## config.mk

```make
export PLATFORM = sky130hd
export DESIGN_NAME = ece_top
export DESIGN_NICKNAME = d
export VERILOG_FILES = /design/src/ece_pkg.sv /design/src/ece_top.sv
export SDC_FILE = /design/constraint.sdc
export NUM_CORES = 1
export LEC_CHECK = 0
export ABC_AREA = 1
export BUFFER_PORTS_ARGS = -buffer_cell sky130_fd_sc_hd__buf_2
export CORE_ASPECT_RATIO = 0.75
export CORE_MARGIN = 4
export CORE_UTILIZATION = 25
export CTS_CLUSTER_DIAMETER = 40
export DETAILED_ROUTE_END_ITERATION = 10
export GPL_ROUTABILITY_DRIVEN = 0
export HOLD_SLACK_MARGIN = 0.1
export PLACE_DENSITY_LB_ADDON = 0.05
export SLEW_MARGIN = 20
export SYNTH_ARGS = -nofsm -noshare
export SYNTH_HDL_FRONTEND = slang
export SYNTH_SLANG_ARGS = --single-unit
```

## constraint.sdc

```tcl
create_clock -name clk_in -period 2.19 [get_ports clk_in]
set_clock_uncertainty 0.1 [all_clocks]
set_input_delay 0.438 -clock clk_in [delete_from_list [all_inputs] [get_ports clk_in]]
set_output_delay 0.438 -clock clk_in [all_outputs]
set_load 0.01 [all_outputs]
```

## src/ece_pkg.sv

```systemverilog
// Purpose: Shared constants, types and pin carriers of the EPP cycle engine.
// Assumes: 200 MHz system clock, registers one per aligned 32-bit word.
// Notes:   Register index times four gives the byte address.
package ece_pkg;

  // ==========================================================================
  // Timing
  // ==========================================================================
  localparam int unsigned CLK_PERIOD_PS = 5000;
  localparam int unsigned WD_TIME_US    = 10;
  // Longest time, so the count rounds down.
  localparam int unsigned WD_CYCLES     = (WD_TIME_US * 1000000) / CLK_PERIOD_PS;
  localparam int unsigned WD_W          = 16;

  // ==========================================================================
  // Register map
  // ==========================================================================
  localparam int unsigned ADDR_W      = 6;
  localparam logic [3:0]  IDX_DATA    = 4'h0;
  localparam logic [3:0]  IDX_STATUS  = 4'h1;
  localparam logic [3:0]  IDX_CTRL    = 4'h2;
  localparam logic [3:0]  IDX_EPPADDR = 4'h3;
  localparam logic [3:0]  IDX_EPPD0   = 4'h4;
  localparam logic [3:0]  IDX_EPPD3   = 4'h7;
  localparam logic [3:0]  IDX_MODE    = 4'h8;

  // Control register fields.
  localparam int unsigned CTRL_STROBE = 0;
  localparam int unsigned CTRL_AUTOFD = 1;
  localparam int unsigned CTRL_INIT   = 2;
  localparam int unsigned CTRL_SELIN  = 3;
  localparam int unsigned CTRL_PCD    = 5;
  localparam int unsigned CTRL_W      = 6;

  // Status register fields.
  localparam int unsigned STAT_TIMEOUT = 0;

  // Reset values.
  localparam logic [5:0]  CTRL_RESET = 6'h00;
  localparam logic [7:0]  PD_RESET   = 8'h00;
  localparam logic [31:0] RD_RESET   = 32'h0000_0000;

  typedef enum logic [1:0] {
    MODE_SPP   = 2'b00,
    MODE_BIDIR = 2'b01,
    MODE_EPP19 = 2'b10,
    MODE_EPP17 = 2'b11
  } ece_mode_e;

  localparam ece_mode_e MODE_RESET = MODE_SPP;

  typedef enum logic [2:0] {
    ST_IDLE     = 3'b000,
    ST_WAIT_LOW = 3'b001,
    ST_SETUP    = 3'b010,
    ST_STROBE   = 3'b011,
    ST_DONE     = 3'b100
  } ece_state_e;

  // ==========================================================================
  // Pin carriers
  // ==========================================================================
  typedef struct packed {
    logic       peripheral_wait_n;
    logic       ack_n;
    logic       paper_end;
    logic       selected;
    logic       error_n;
    logic [7:0] parallel_byte_bus;
  } ece_pins_in_s;

  typedef struct packed {
    logic       write_line_n;
    logic       data_strobe_n;
    logic       init_n;
    logic       addr_strobe_n;
    logic [7:0] parallel_byte_bus;
    logic       bus_oe;
    logic       direction_indication;
  } ece_pins_out_s;

  localparam ece_pins_out_s PINS_RESET = '{
    write_line_n:         1'b1,
    data_strobe_n:        1'b1,
    init_n:               1'b0,
    addr_strobe_n:        1'b1,
    parallel_byte_bus:    8'h00,
    bus_oe:               1'b0,
    direction_indication: 1'b0
  };

endpackage : ece_pkg

```

## src/ece_top.sv

```systemverilog
// Purpose: EPP cycle engine of a parallel port, revisions 1.9 and 1.7.
// Assumes: Avalon-MM slave with waitrequest; peripheral pins are asynchronous.
// Notes:   Host wait states are waitrequest held high during an EPP handshake.
//
// Contract
// - Idle port follows control register and direction.
// - Rev 1.9 watchdog runs until wait release.
// - Watchdog expiry aborts cycle, sets timeout flag.
// - Strobe bit forces write direction and line.
// - Write with direction set looks like read.
// - Rev 1.9 stalls host until handshake completes.
// - Rev 1.9 waits for wait low first.
// - Strobe active, complete when wait goes high.
// - Rev 1.9 write: byte, write line, then strobe.
// - Rev 1.9 write: release strobe, then answer.
// - Rev 1.9 read: float bus, release write line.
// - Rev 1.9 read: capture byte, release strobe, answer.
// - Rev 1.7 watchdog spans whole cycle.
// - Rev 1.7 write line follows direction bit.
// - Rev 1.7 strobes, stalls while wait low.
// - Rev 1.7 write end holds byte on bus.
// - Offset 3 address cycle, 4-7 data cycles.
// - Timeout flag cleared by writing one.
`timescale 1ns/1ps

module ece_top
  import ece_pkg::*;
#(
  parameter int unsigned WD_COUNT = ece_pkg::WD_CYCLES
) (
  input  wire logic                  clk_in,
  input  wire logic                  nrst_in,
  input  wire logic                  ce_in,
  input  wire logic [ADDR_W-1:0]     avs_address_in,
  input  wire logic                  avs_read_in,
  input  wire logic                  avs_write_in,
  input  wire logic [31:0]           avs_writedata_in,
  input  wire logic [3:0]            avs_byteenable_in,
  output logic      [31:0]           avs_readdata_out,
  output logic                       avs_waitrequest_out,
  input  wire ece_pkg::ece_pins_in_s pins_in,
  output ece_pkg::ece_pins_out_s     pins_out
);
  import ece_pkg::*;

  // ==========================================================================
  // Elaboration checks
  // ==========================================================================
  generate
    if (WD_COUNT < 1 || WD_COUNT >= (1 << WD_W)) begin : g_bad_wd
      $error("WD_COUNT outside the range of the watchdog counter");
    end
  endgenerate

  localparam logic [WD_W-1:0] WD_LAST = WD_W'(WD_COUNT - 1);

  // ==========================================================================
  // Functions
  // ==========================================================================
  function automatic logic is_epp_mode(input ece_mode_e m);
    is_epp_mode = (m == MODE_EPP19) || (m == MODE_EPP17);
  endfunction : is_epp_mode

  function automatic logic is_epp_idx(input logic [3:0] idx);
    is_epp_idx = (idx >= IDX_EPPADDR) && (idx <= IDX_EPPD3);
  endfunction : is_epp_idx

  // ==========================================================================
  // Declarations
  // ==========================================================================
  ece_pins_in_s  pins_meta;
  ece_pins_in_s  pins_sync;
  ece_pins_out_s next_pins;
  ece_state_e    state;
  ece_state_e    next_state;
  ece_mode_e     mode;
  logic [5:0]    ctrl;
  logic [7:0]    pd_reg;
  logic          timeout_flag;
  logic          resp_done;
  logic          cyc_wr;
  logic          cyc_addr;
  logic [WD_W-1:0] wd_cnt;
  logic [3:0]    idx;
  logic          req;
  logic          accept;
  logic          epp_req;
  logic          start;
  logic          wd_expire;
  logic          wait_high;
  logic          rev17;
  logic          port_direction_bit;
  logic          wr_eff;
  logic          timeout_clr;
  logic [7:0]    rd_byte;

  assign idx       = avs_address_in[5:2];
  assign req       = avs_read_in | avs_write_in;
  assign accept    = req & resp_done;
  assign epp_req   = is_epp_mode(mode) & is_epp_idx(idx);
  assign start     = (state == ST_IDLE) & req & ~resp_done & epp_req;
  assign wait_high = pins_sync.peripheral_wait_n;
  assign rev17     = (mode == MODE_EPP17);
  assign port_direction_bit       = ctrl[CTRL_PCD];

  assign wr_eff = cyc_wr & ~port_direction_bit;

  assign avs_waitrequest_out = req & ~resp_done;

  // ==========================================================================
  // Pin input synchroniser
  // ==========================================================================
  always_ff @(posedge clk_in or negedge nrst_in) begin
    if (!nrst_in) begin
      pins_meta <= '0;
      pins_sync <= '0;
    end else if (ce_in) begin
      pins_meta <= pins_in;
      pins_sync <= pins_meta;
    end
  end

  // ==========================================================================
  // Cycle sequencer
  // ==========================================================================
  always_comb begin
    next_state = state;
    case (state)
      ST_IDLE: begin
        if (start) begin
          next_state = rev17 ? ST_SETUP : ST_WAIT_LOW;
        end
      end
      ST_WAIT_LOW: begin
        if (wd_expire) begin
          next_state = ST_DONE;
        end else if (!wait_high) begin
          next_state = ST_SETUP;
        end
      end
      ST_SETUP: begin
        next_state = wd_expire ? ST_DONE : ST_STROBE;
      end
      ST_STROBE: begin
        if (wait_high || wd_expire) begin
          next_state = ST_DONE;
        end
      end
      ST_DONE: begin
        next_state = ST_IDLE;
      end
      default: begin
        next_state = ST_IDLE;
      end
    endcase
  end

  always_ff @(posedge clk_in or negedge nrst_in) begin
    if (!nrst_in) begin
      state <= ST_IDLE;
    end else if (ce_in) begin
      state <= next_state;
    end
  end

  always_ff @(posedge clk_in or negedge nrst_in) begin
    if (!nrst_in) begin
      cyc_wr   <= 1'b0;
      cyc_addr <= 1'b0;
    end else if (ce_in && start) begin
      cyc_wr   <= avs_write_in;
      cyc_addr <= (idx == IDX_EPPADDR);
    end
  end

  // ==========================================================================
  // Watchdog
  // ==========================================================================
  // runs to wait release
  assign wd_expire = (state != ST_IDLE) && (state != ST_DONE) && (wd_cnt == WD_LAST);

  always_ff @(posedge clk_in or negedge nrst_in) begin
    if (!nrst_in) begin
      wd_cnt <= '0;
    end else if (ce_in) begin
      if (start || state == ST_DONE) begin
        wd_cnt <= '0;
      end else if (state != ST_IDLE && !wd_expire) begin
        wd_cnt <= wd_cnt + WD_W'(1);
      end
    end
  end

  assign timeout_clr = accept & avs_write_in & (idx == IDX_STATUS)
                     & avs_byteenable_in[0] & avs_writedata_in[STAT_TIMEOUT];

  // Set wins over a clear arriving in the same cycle.
  always_ff @(posedge clk_in or negedge nrst_in) begin
    if (!nrst_in) begin
      timeout_flag <= 1'b0;
    end else if (ce_in) begin
      if (wd_expire) begin
        timeout_flag <= 1'b1;
      end else if (timeout_clr) begin
        timeout_flag <= 1'b0;
      end
    end
  end

  // ==========================================================================
  // Software registers
  // ==========================================================================
  always_ff @(posedge clk_in or negedge nrst_in) begin
    if (!nrst_in) begin
      ctrl <= CTRL_RESET;
      mode <= MODE_RESET;
    end else if (ce_in && accept && avs_write_in && avs_byteenable_in[0]) begin
      if (idx == IDX_CTRL) begin
        ctrl <= avs_writedata_in[CTRL_W-1:0];
      end
      if (idx == IDX_MODE) begin
        mode <= ece_mode_e'(avs_writedata_in[1:0]);
      end
    end
  end

  // One shared byte register: plain data writes and EPP writes both load it,
  // so the last written byte keeps standing on the bus after a cycle ends.
  // hold written byte
  always_ff @(posedge clk_in or negedge nrst_in) begin
    if (!nrst_in) begin
      pd_reg <= PD_RESET;
    end else if (ce_in) begin
      if (start && avs_write_in && avs_byteenable_in[0]) begin
        pd_reg <= avs_writedata_in[7:0];
      end else if (accept && avs_write_in && avs_byteenable_in[0] && idx == IDX_DATA) begin
        pd_reg <= avs_writedata_in[7:0];
      end
    end
  end

  // ==========================================================================
  // Bus answer
  // ==========================================================================
  always_comb begin
    rd_byte = 8'h00;
    case (idx)
      IDX_DATA: begin
        rd_byte = (mode != MODE_SPP && port_direction_bit) ? pins_sync.parallel_byte_bus : pd_reg;
      end
      IDX_STATUS: begin
        rd_byte = {~pins_sync.peripheral_wait_n, pins_sync.ack_n, pins_sync.paper_end,
                   pins_sync.selected, pins_sync.error_n, 2'b00, timeout_flag};
      end
      IDX_CTRL: begin
        rd_byte = {2'b00, ctrl};
      end
      IDX_MODE: begin
        rd_byte = {6'h00, mode};
      end
      default: begin
        rd_byte = 8'h00;
      end
    endcase
  end

  // Plain registers answer after one cycle; EPP accesses answer from DONE.
  // answer after strobe
  always_ff @(posedge clk_in or negedge nrst_in) begin
    if (!nrst_in) begin
      resp_done        <= 1'b0;
      avs_readdata_out <= RD_RESET;
    end else if (ce_in) begin
      if (resp_done) begin
        resp_done <= 1'b0;
      end else if (state == ST_DONE) begin
        resp_done <= 1'b1;
      end else if (state == ST_IDLE && req && !epp_req) begin
        resp_done        <= 1'b1;
        avs_readdata_out <= {24'h00_0000, rd_byte};
      end
      if (state == ST_STROBE && (wait_high || wd_expire)) begin
        avs_readdata_out <= {24'h00_0000, pins_sync.parallel_byte_bus};
      end
    end
  end

  // ==========================================================================
  // Pin outputs
  // ==========================================================================
  always_comb begin
    next_pins.data_strobe_n        = ~ctrl[CTRL_AUTOFD];
    next_pins.init_n               = ctrl[CTRL_INIT];
    next_pins.addr_strobe_n        = ~ctrl[CTRL_SELIN];
    next_pins.parallel_byte_bus    = pd_reg;
    next_pins.bus_oe               = (mode == MODE_SPP) ? 1'b1 : ~port_direction_bit;
    next_pins.direction_indication = port_direction_bit;
    if (rev17) begin
      next_pins.write_line_n = ~(ctrl[CTRL_STROBE] | ~port_direction_bit);
    end else begin
      next_pins.write_line_n = ~ctrl[CTRL_STROBE];
    end
    if (state == ST_SETUP || state == ST_STROBE) begin
      next_pins.data_strobe_n = 1'b1;
      next_pins.addr_strobe_n = 1'b1;
      if (rev17) begin
        next_pins.bus_oe = ~port_direction_bit | ctrl[CTRL_STROBE];
      end else begin
        next_pins.write_line_n         = ~(wr_eff | ctrl[CTRL_STROBE]);
        next_pins.bus_oe               = wr_eff | ctrl[CTRL_STROBE];
        next_pins.direction_indication = ~wr_eff;
      end
      if (state == ST_STROBE) begin
        next_pins.data_strobe_n = cyc_addr;
        next_pins.addr_strobe_n = ~cyc_addr;
      end
    end
  end

  always_ff @(posedge clk_in or negedge nrst_in) begin
    if (!nrst_in) begin
      pins_out <= PINS_RESET;
    end else if (ce_in) begin
      pins_out <= next_pins;
    end
  end

endmodule : ece_top

```

==> key figures <==
Status
  – Outcome: complete, no violations

Power
  – Maximum resistive drop on vdd: 0.0003269 V
  – Net load switching power: 0.001789 W
  – Share of total power in combinational logic: 25.6%
  – Part of the total power dissipated in sequential elements: 42.4%
  – Part of the total power dissipated in the clock network: 32.0%
  – Int Pwr: 0.003264 W
  – Static leakage: 2.830 nW
  – Power density over cell area: 912.0 mW/mm^2
  – Fraction of power spent switching nets: 35.41%

Synthesis
  – Number of synthesized flops with an enable pin: 0
  – Predominant post-synthesis flop cell: sky130_fd_sc_hd__dfrtp_1
  – Share of the yosys chip area belonging to registers: 46.63%
  – Syn Std Cell Area: 0.004677 sq mm
  – Most area-consuming cells after synthesis: sky130_fd_sc_hd__dfrtp_1 45%, sky130_fd_sc_hd__nand2_1 20%, sky130_fd_sc_hd__inv_1 4.2%
  – Post-Syn Instances: 619
  – Yosys synthesis warning count: 0
  – Post-synthesis share of cell area spent on and, or, nand and nor gates: 32.77%
  – Number of library cell types mapped by synthesis: 37
  – Largest family of logic cells by synthesized area: simple AND/OR/NAND/NOR gates
  – Post-synthesis compound-gate area fraction: 8.293%
  – Multiplexer share of the synthesized area: 0%
  – #FFs+latches synth: 87
  – Share of flip-flops with an asynchronous set or reset after synthesis: 100.0%
  – Parity-gate share of the synthesized area counting xor and xnor cells: 1.685%
  – Fraction of post-synthesis cell area in the top cell type by area: 44.94%
  – Arithmetic-cell share of the synthesized area counting full adders, half adders and majority gates: 0.2675%
  – Dominant cell type by area after synthesis: sky130_fd_sc_hd__dfrtp_1
  – Mapped Avg Cell Area: 7.556 sq um

Global routing
  – Vias in the first global route: 3773
  – Antenna violations before repair: 0
  – Wire length of the first global-routing pass: 21.35 mm
  – Overflow left after global routing: 0
  – Largest net degree at the start of global routing: 47
  – Global-route usage over all layers: 12.97%

Routing
  – WL/cell: 14.42 um
  – Total length of routed wires: 13.47 mm
  – Pre-Repair DR Iteration Count: 4
  – DRC violations left: 0
  – Via-to-Cell Ratio: 4.207
  – DR iter-0 viols: 206
  – Total via count in the routed design: 3929
  – Post-DRT Antenna Nets: 0

Cells and area
  – Commonest cells after routing, fill and taps aside: 243 x sky130_fd_sc_hd__nand2_1, 84 x sky130_fd_sc_hd__dfrtp_1, 52 x sky130_fd_sc_hd__inv_1, 52 x sky130_fd_sc_hd__buf_2, 41 x sky130_fd_sc_hd__nor2_1
  – Seq. cell area: 0.002181 sq mm
  – Filler instances: 2047
  – Most common library cell in the layout ignoring fill and taps: sky130_fd_sc_hd__nand2_1
  – Area of the multi-input gates: 0.002105 sq mm
  – Register bank with the most flops: wd_cnt
  – Area growth syn-to-layout: 18.46%
  – # diodes: 0
  – Max FFs per register: 16
  – Leading registers by flop count: wd_cnt x16, pins_out x14, pins_meta x13
  – Layout cell share with drive strength beyond 1: 16.30%
  – Core utilization of the finished layout: 30.02%
  – Number of nets in the final layout: 743

Job
  – Maximum capacitance violations: 0

CTS
  – Number of buffers created by CTS: 9
  – Sink Count: 87
  – Max Root-Sink Buffers: 2
  – Setup repair bufs after CTS: 0
  – TritonCTS clock tree: done
  – Clock tree root driver cell: sky130_fd_sc_hd__clkbuf_16
  – Clk pin slew, worst setup/hold paths: 60 ps
  – Source-to-sink clock delay at the later pin of the worst-skew pair: 350 ps
  – Number of H-tree levels: 3

Worst setup path
  – Highest-delay cell along the critical path: sky130_fd_sc_hd__dfrtp_1
  – Top cell by count, worst path: sky130_fd_sc_hd__nand2_1
  – Setup crit start kind: register
  – Crit path arrival time: 2130 ps
  – Data required time of the worst path: 2330 ps
  – Maximum fanout encountered on the critical timing path: 7
  – Class of the most critical setup path: reg -> reg
  – Slack of the worst reg-to-reg path: 200 ps
  – Largest stage delay, worst path: 420 ps
  – Critical path capture point type: register
  – Critical Path, Cell by Cell: nor2_1, nand2_2, nor3_2, nand3_1, nand2_1, nand2_1, inv_1, nand2_1, nand2_1, nand2_1

Timing
  – Final Cycle Share: 90.86%
  – Final setup violation count: 0
  – Slew Limit Fails: 0
  – Clock period minus worst slack: 1990 ps
  – Achievable clock frequency: 502.6 MHz
  – Worst path setup slack after routing: 200.2 ps
  – Setup TNS: 0 ps
  – RSZ-0062 raised after global routing: false
  – Hold violation count in the final report: 0

Placed design
  – Number of buffer cells added on primary ports: 53
  – Worst slack at placement: 178.1 ps
  – Half-perimeter wire length after detailed placement: 10.22 mm

Floorplan
  – Die Ht: 126.5 um
  – FP Rows: 43
  – Die Wd: 165.9 um
  – Number of I/O pins: 107
  – Core box area: 0.01845 sq mm
  – Initial core utilization: 25.34%
  – Die ar.: 0.02098 sq mm

Min path
  – Worst hold-check path type: in -> reg
final timing paths:
kind	from	end	cells after the start
worst max-delay path	state[1]	state[2]	10
worst min-delay path	pins_in[1]	pins_meta[1]	3
worst max register to register	state[1]	state[2]	10
worst min register to register	pins_out[11]	pins_out[11]	2
max in group asynchronous	nrst_in	pins_out[13]	3
min in group asynchronous	nrst_in	pins_meta[1]	2
cell type report:
type	count	area share [%]
multi-input cells	459	37.99
clock inverters	6	1.242
clock buffers	10	4.313
repair buffers	69	7.724
flip-flops and latches	87	39.36
inverters	56	3.794
well taps	247	5.578
cells in the mapped netlist, types with 7 or more instances:
library cell and n:
sky130_fd_sc_hd__a21oi_1 7, sky130_fd_sc_hd__buf_4 25, sky130_fd_sc_hd__clkbuf_1 9, sky130_fd_sc_hd__dfrtp_1 84
sky130_fd_sc_hd__inv_1 52, sky130_fd_sc_hd__nand2_1 243, sky130_fd_sc_hd__nand3_1 34, sky130_fd_sc_hd__nand4_1 10
sky130_fd_sc_hd__nor2_1 41, sky130_fd_sc_hd__nor3_1 7, sky130_fd_sc_hd__o21ai_0 34, sky130_fd_sc_hd__o21ai_1 18
sky130_fd_sc_hd__xor2_1 9
metal layers:
metal	vias up	GRT usage [%]	part of all wire (%)	wire length [um]
li1	2054	-	-	-
met1	1800	21.16	57	7616
met2	65	16.70	38	5154
met3	10	3.022	4.1	556
met4	0	3.201	1.1	144
met5	-	0	0	0
metrics by stage:
| stage | total power [W] | hold slack (ps) | instances | cell area, sq um |
|---|---|---|---|---|
| 2_1_floorplan | 0.003029 | 42.41 | 642 | 4763 |
| 3_3_place_gp | 0.003473 | 282.4 | 917 | 5220 |
| 3_5_place_dp | 0.003483 | 280.8 | 917 | 5220 |
| 4_1_cts | 0.005151 | 178.5 | 934 | 5538 |
| 5_1_grt | 0.005447 | 193.9 | 934 | 5540 |
| 6_report | 0.005053 | 188.4 | 934 | 5540 |
cell families (layout without fill, tap and decap cells):
logic type               count (synthesis)  count (layout)
buffers and inverters                   96             141
flip-flops                              87              87
XOR/XNOR                                 9               9
AO/OA/AOI/OAI                           70              70
other                                    1              24
AND/OR/NAND/NOR                        355             355
adder cells (fa/ha/maj)                  1               1
power groups by stage:
| stage | Combinational (W) | Sequential [W] | Clock (W) |
|---|---|---|---|
| after floorplan | 0.000894 | 0.00214 | 0 |
| after global placement | 0.00131 | 0.00217 | 0 |
| after detailed placement | 0.00131 | 0.00217 | 0 |
| after CTS | 0.00131 | 0.00215 | 0.00169 |
| after global routing | 0.00149 | 0.00219 | 0.00176 |
| final | 0.00129 | 0.00214 | 0.00162 |
worst max-delay path, delay by kind of cell (launching register included):
family / cells / cell delay, ps
and+or+nand+nor: 9 / 1270
DFF: 1 / 420
buffers and inverters: 1 / 100
timing repair:
item,CTS,global route
hold buffers,1,0
endpoints found under the setup margin,0,1
endpoints found under the hold margin,21,0
resized for setup,0,1
Note: power is estimated with default switching activity, not from simulation.
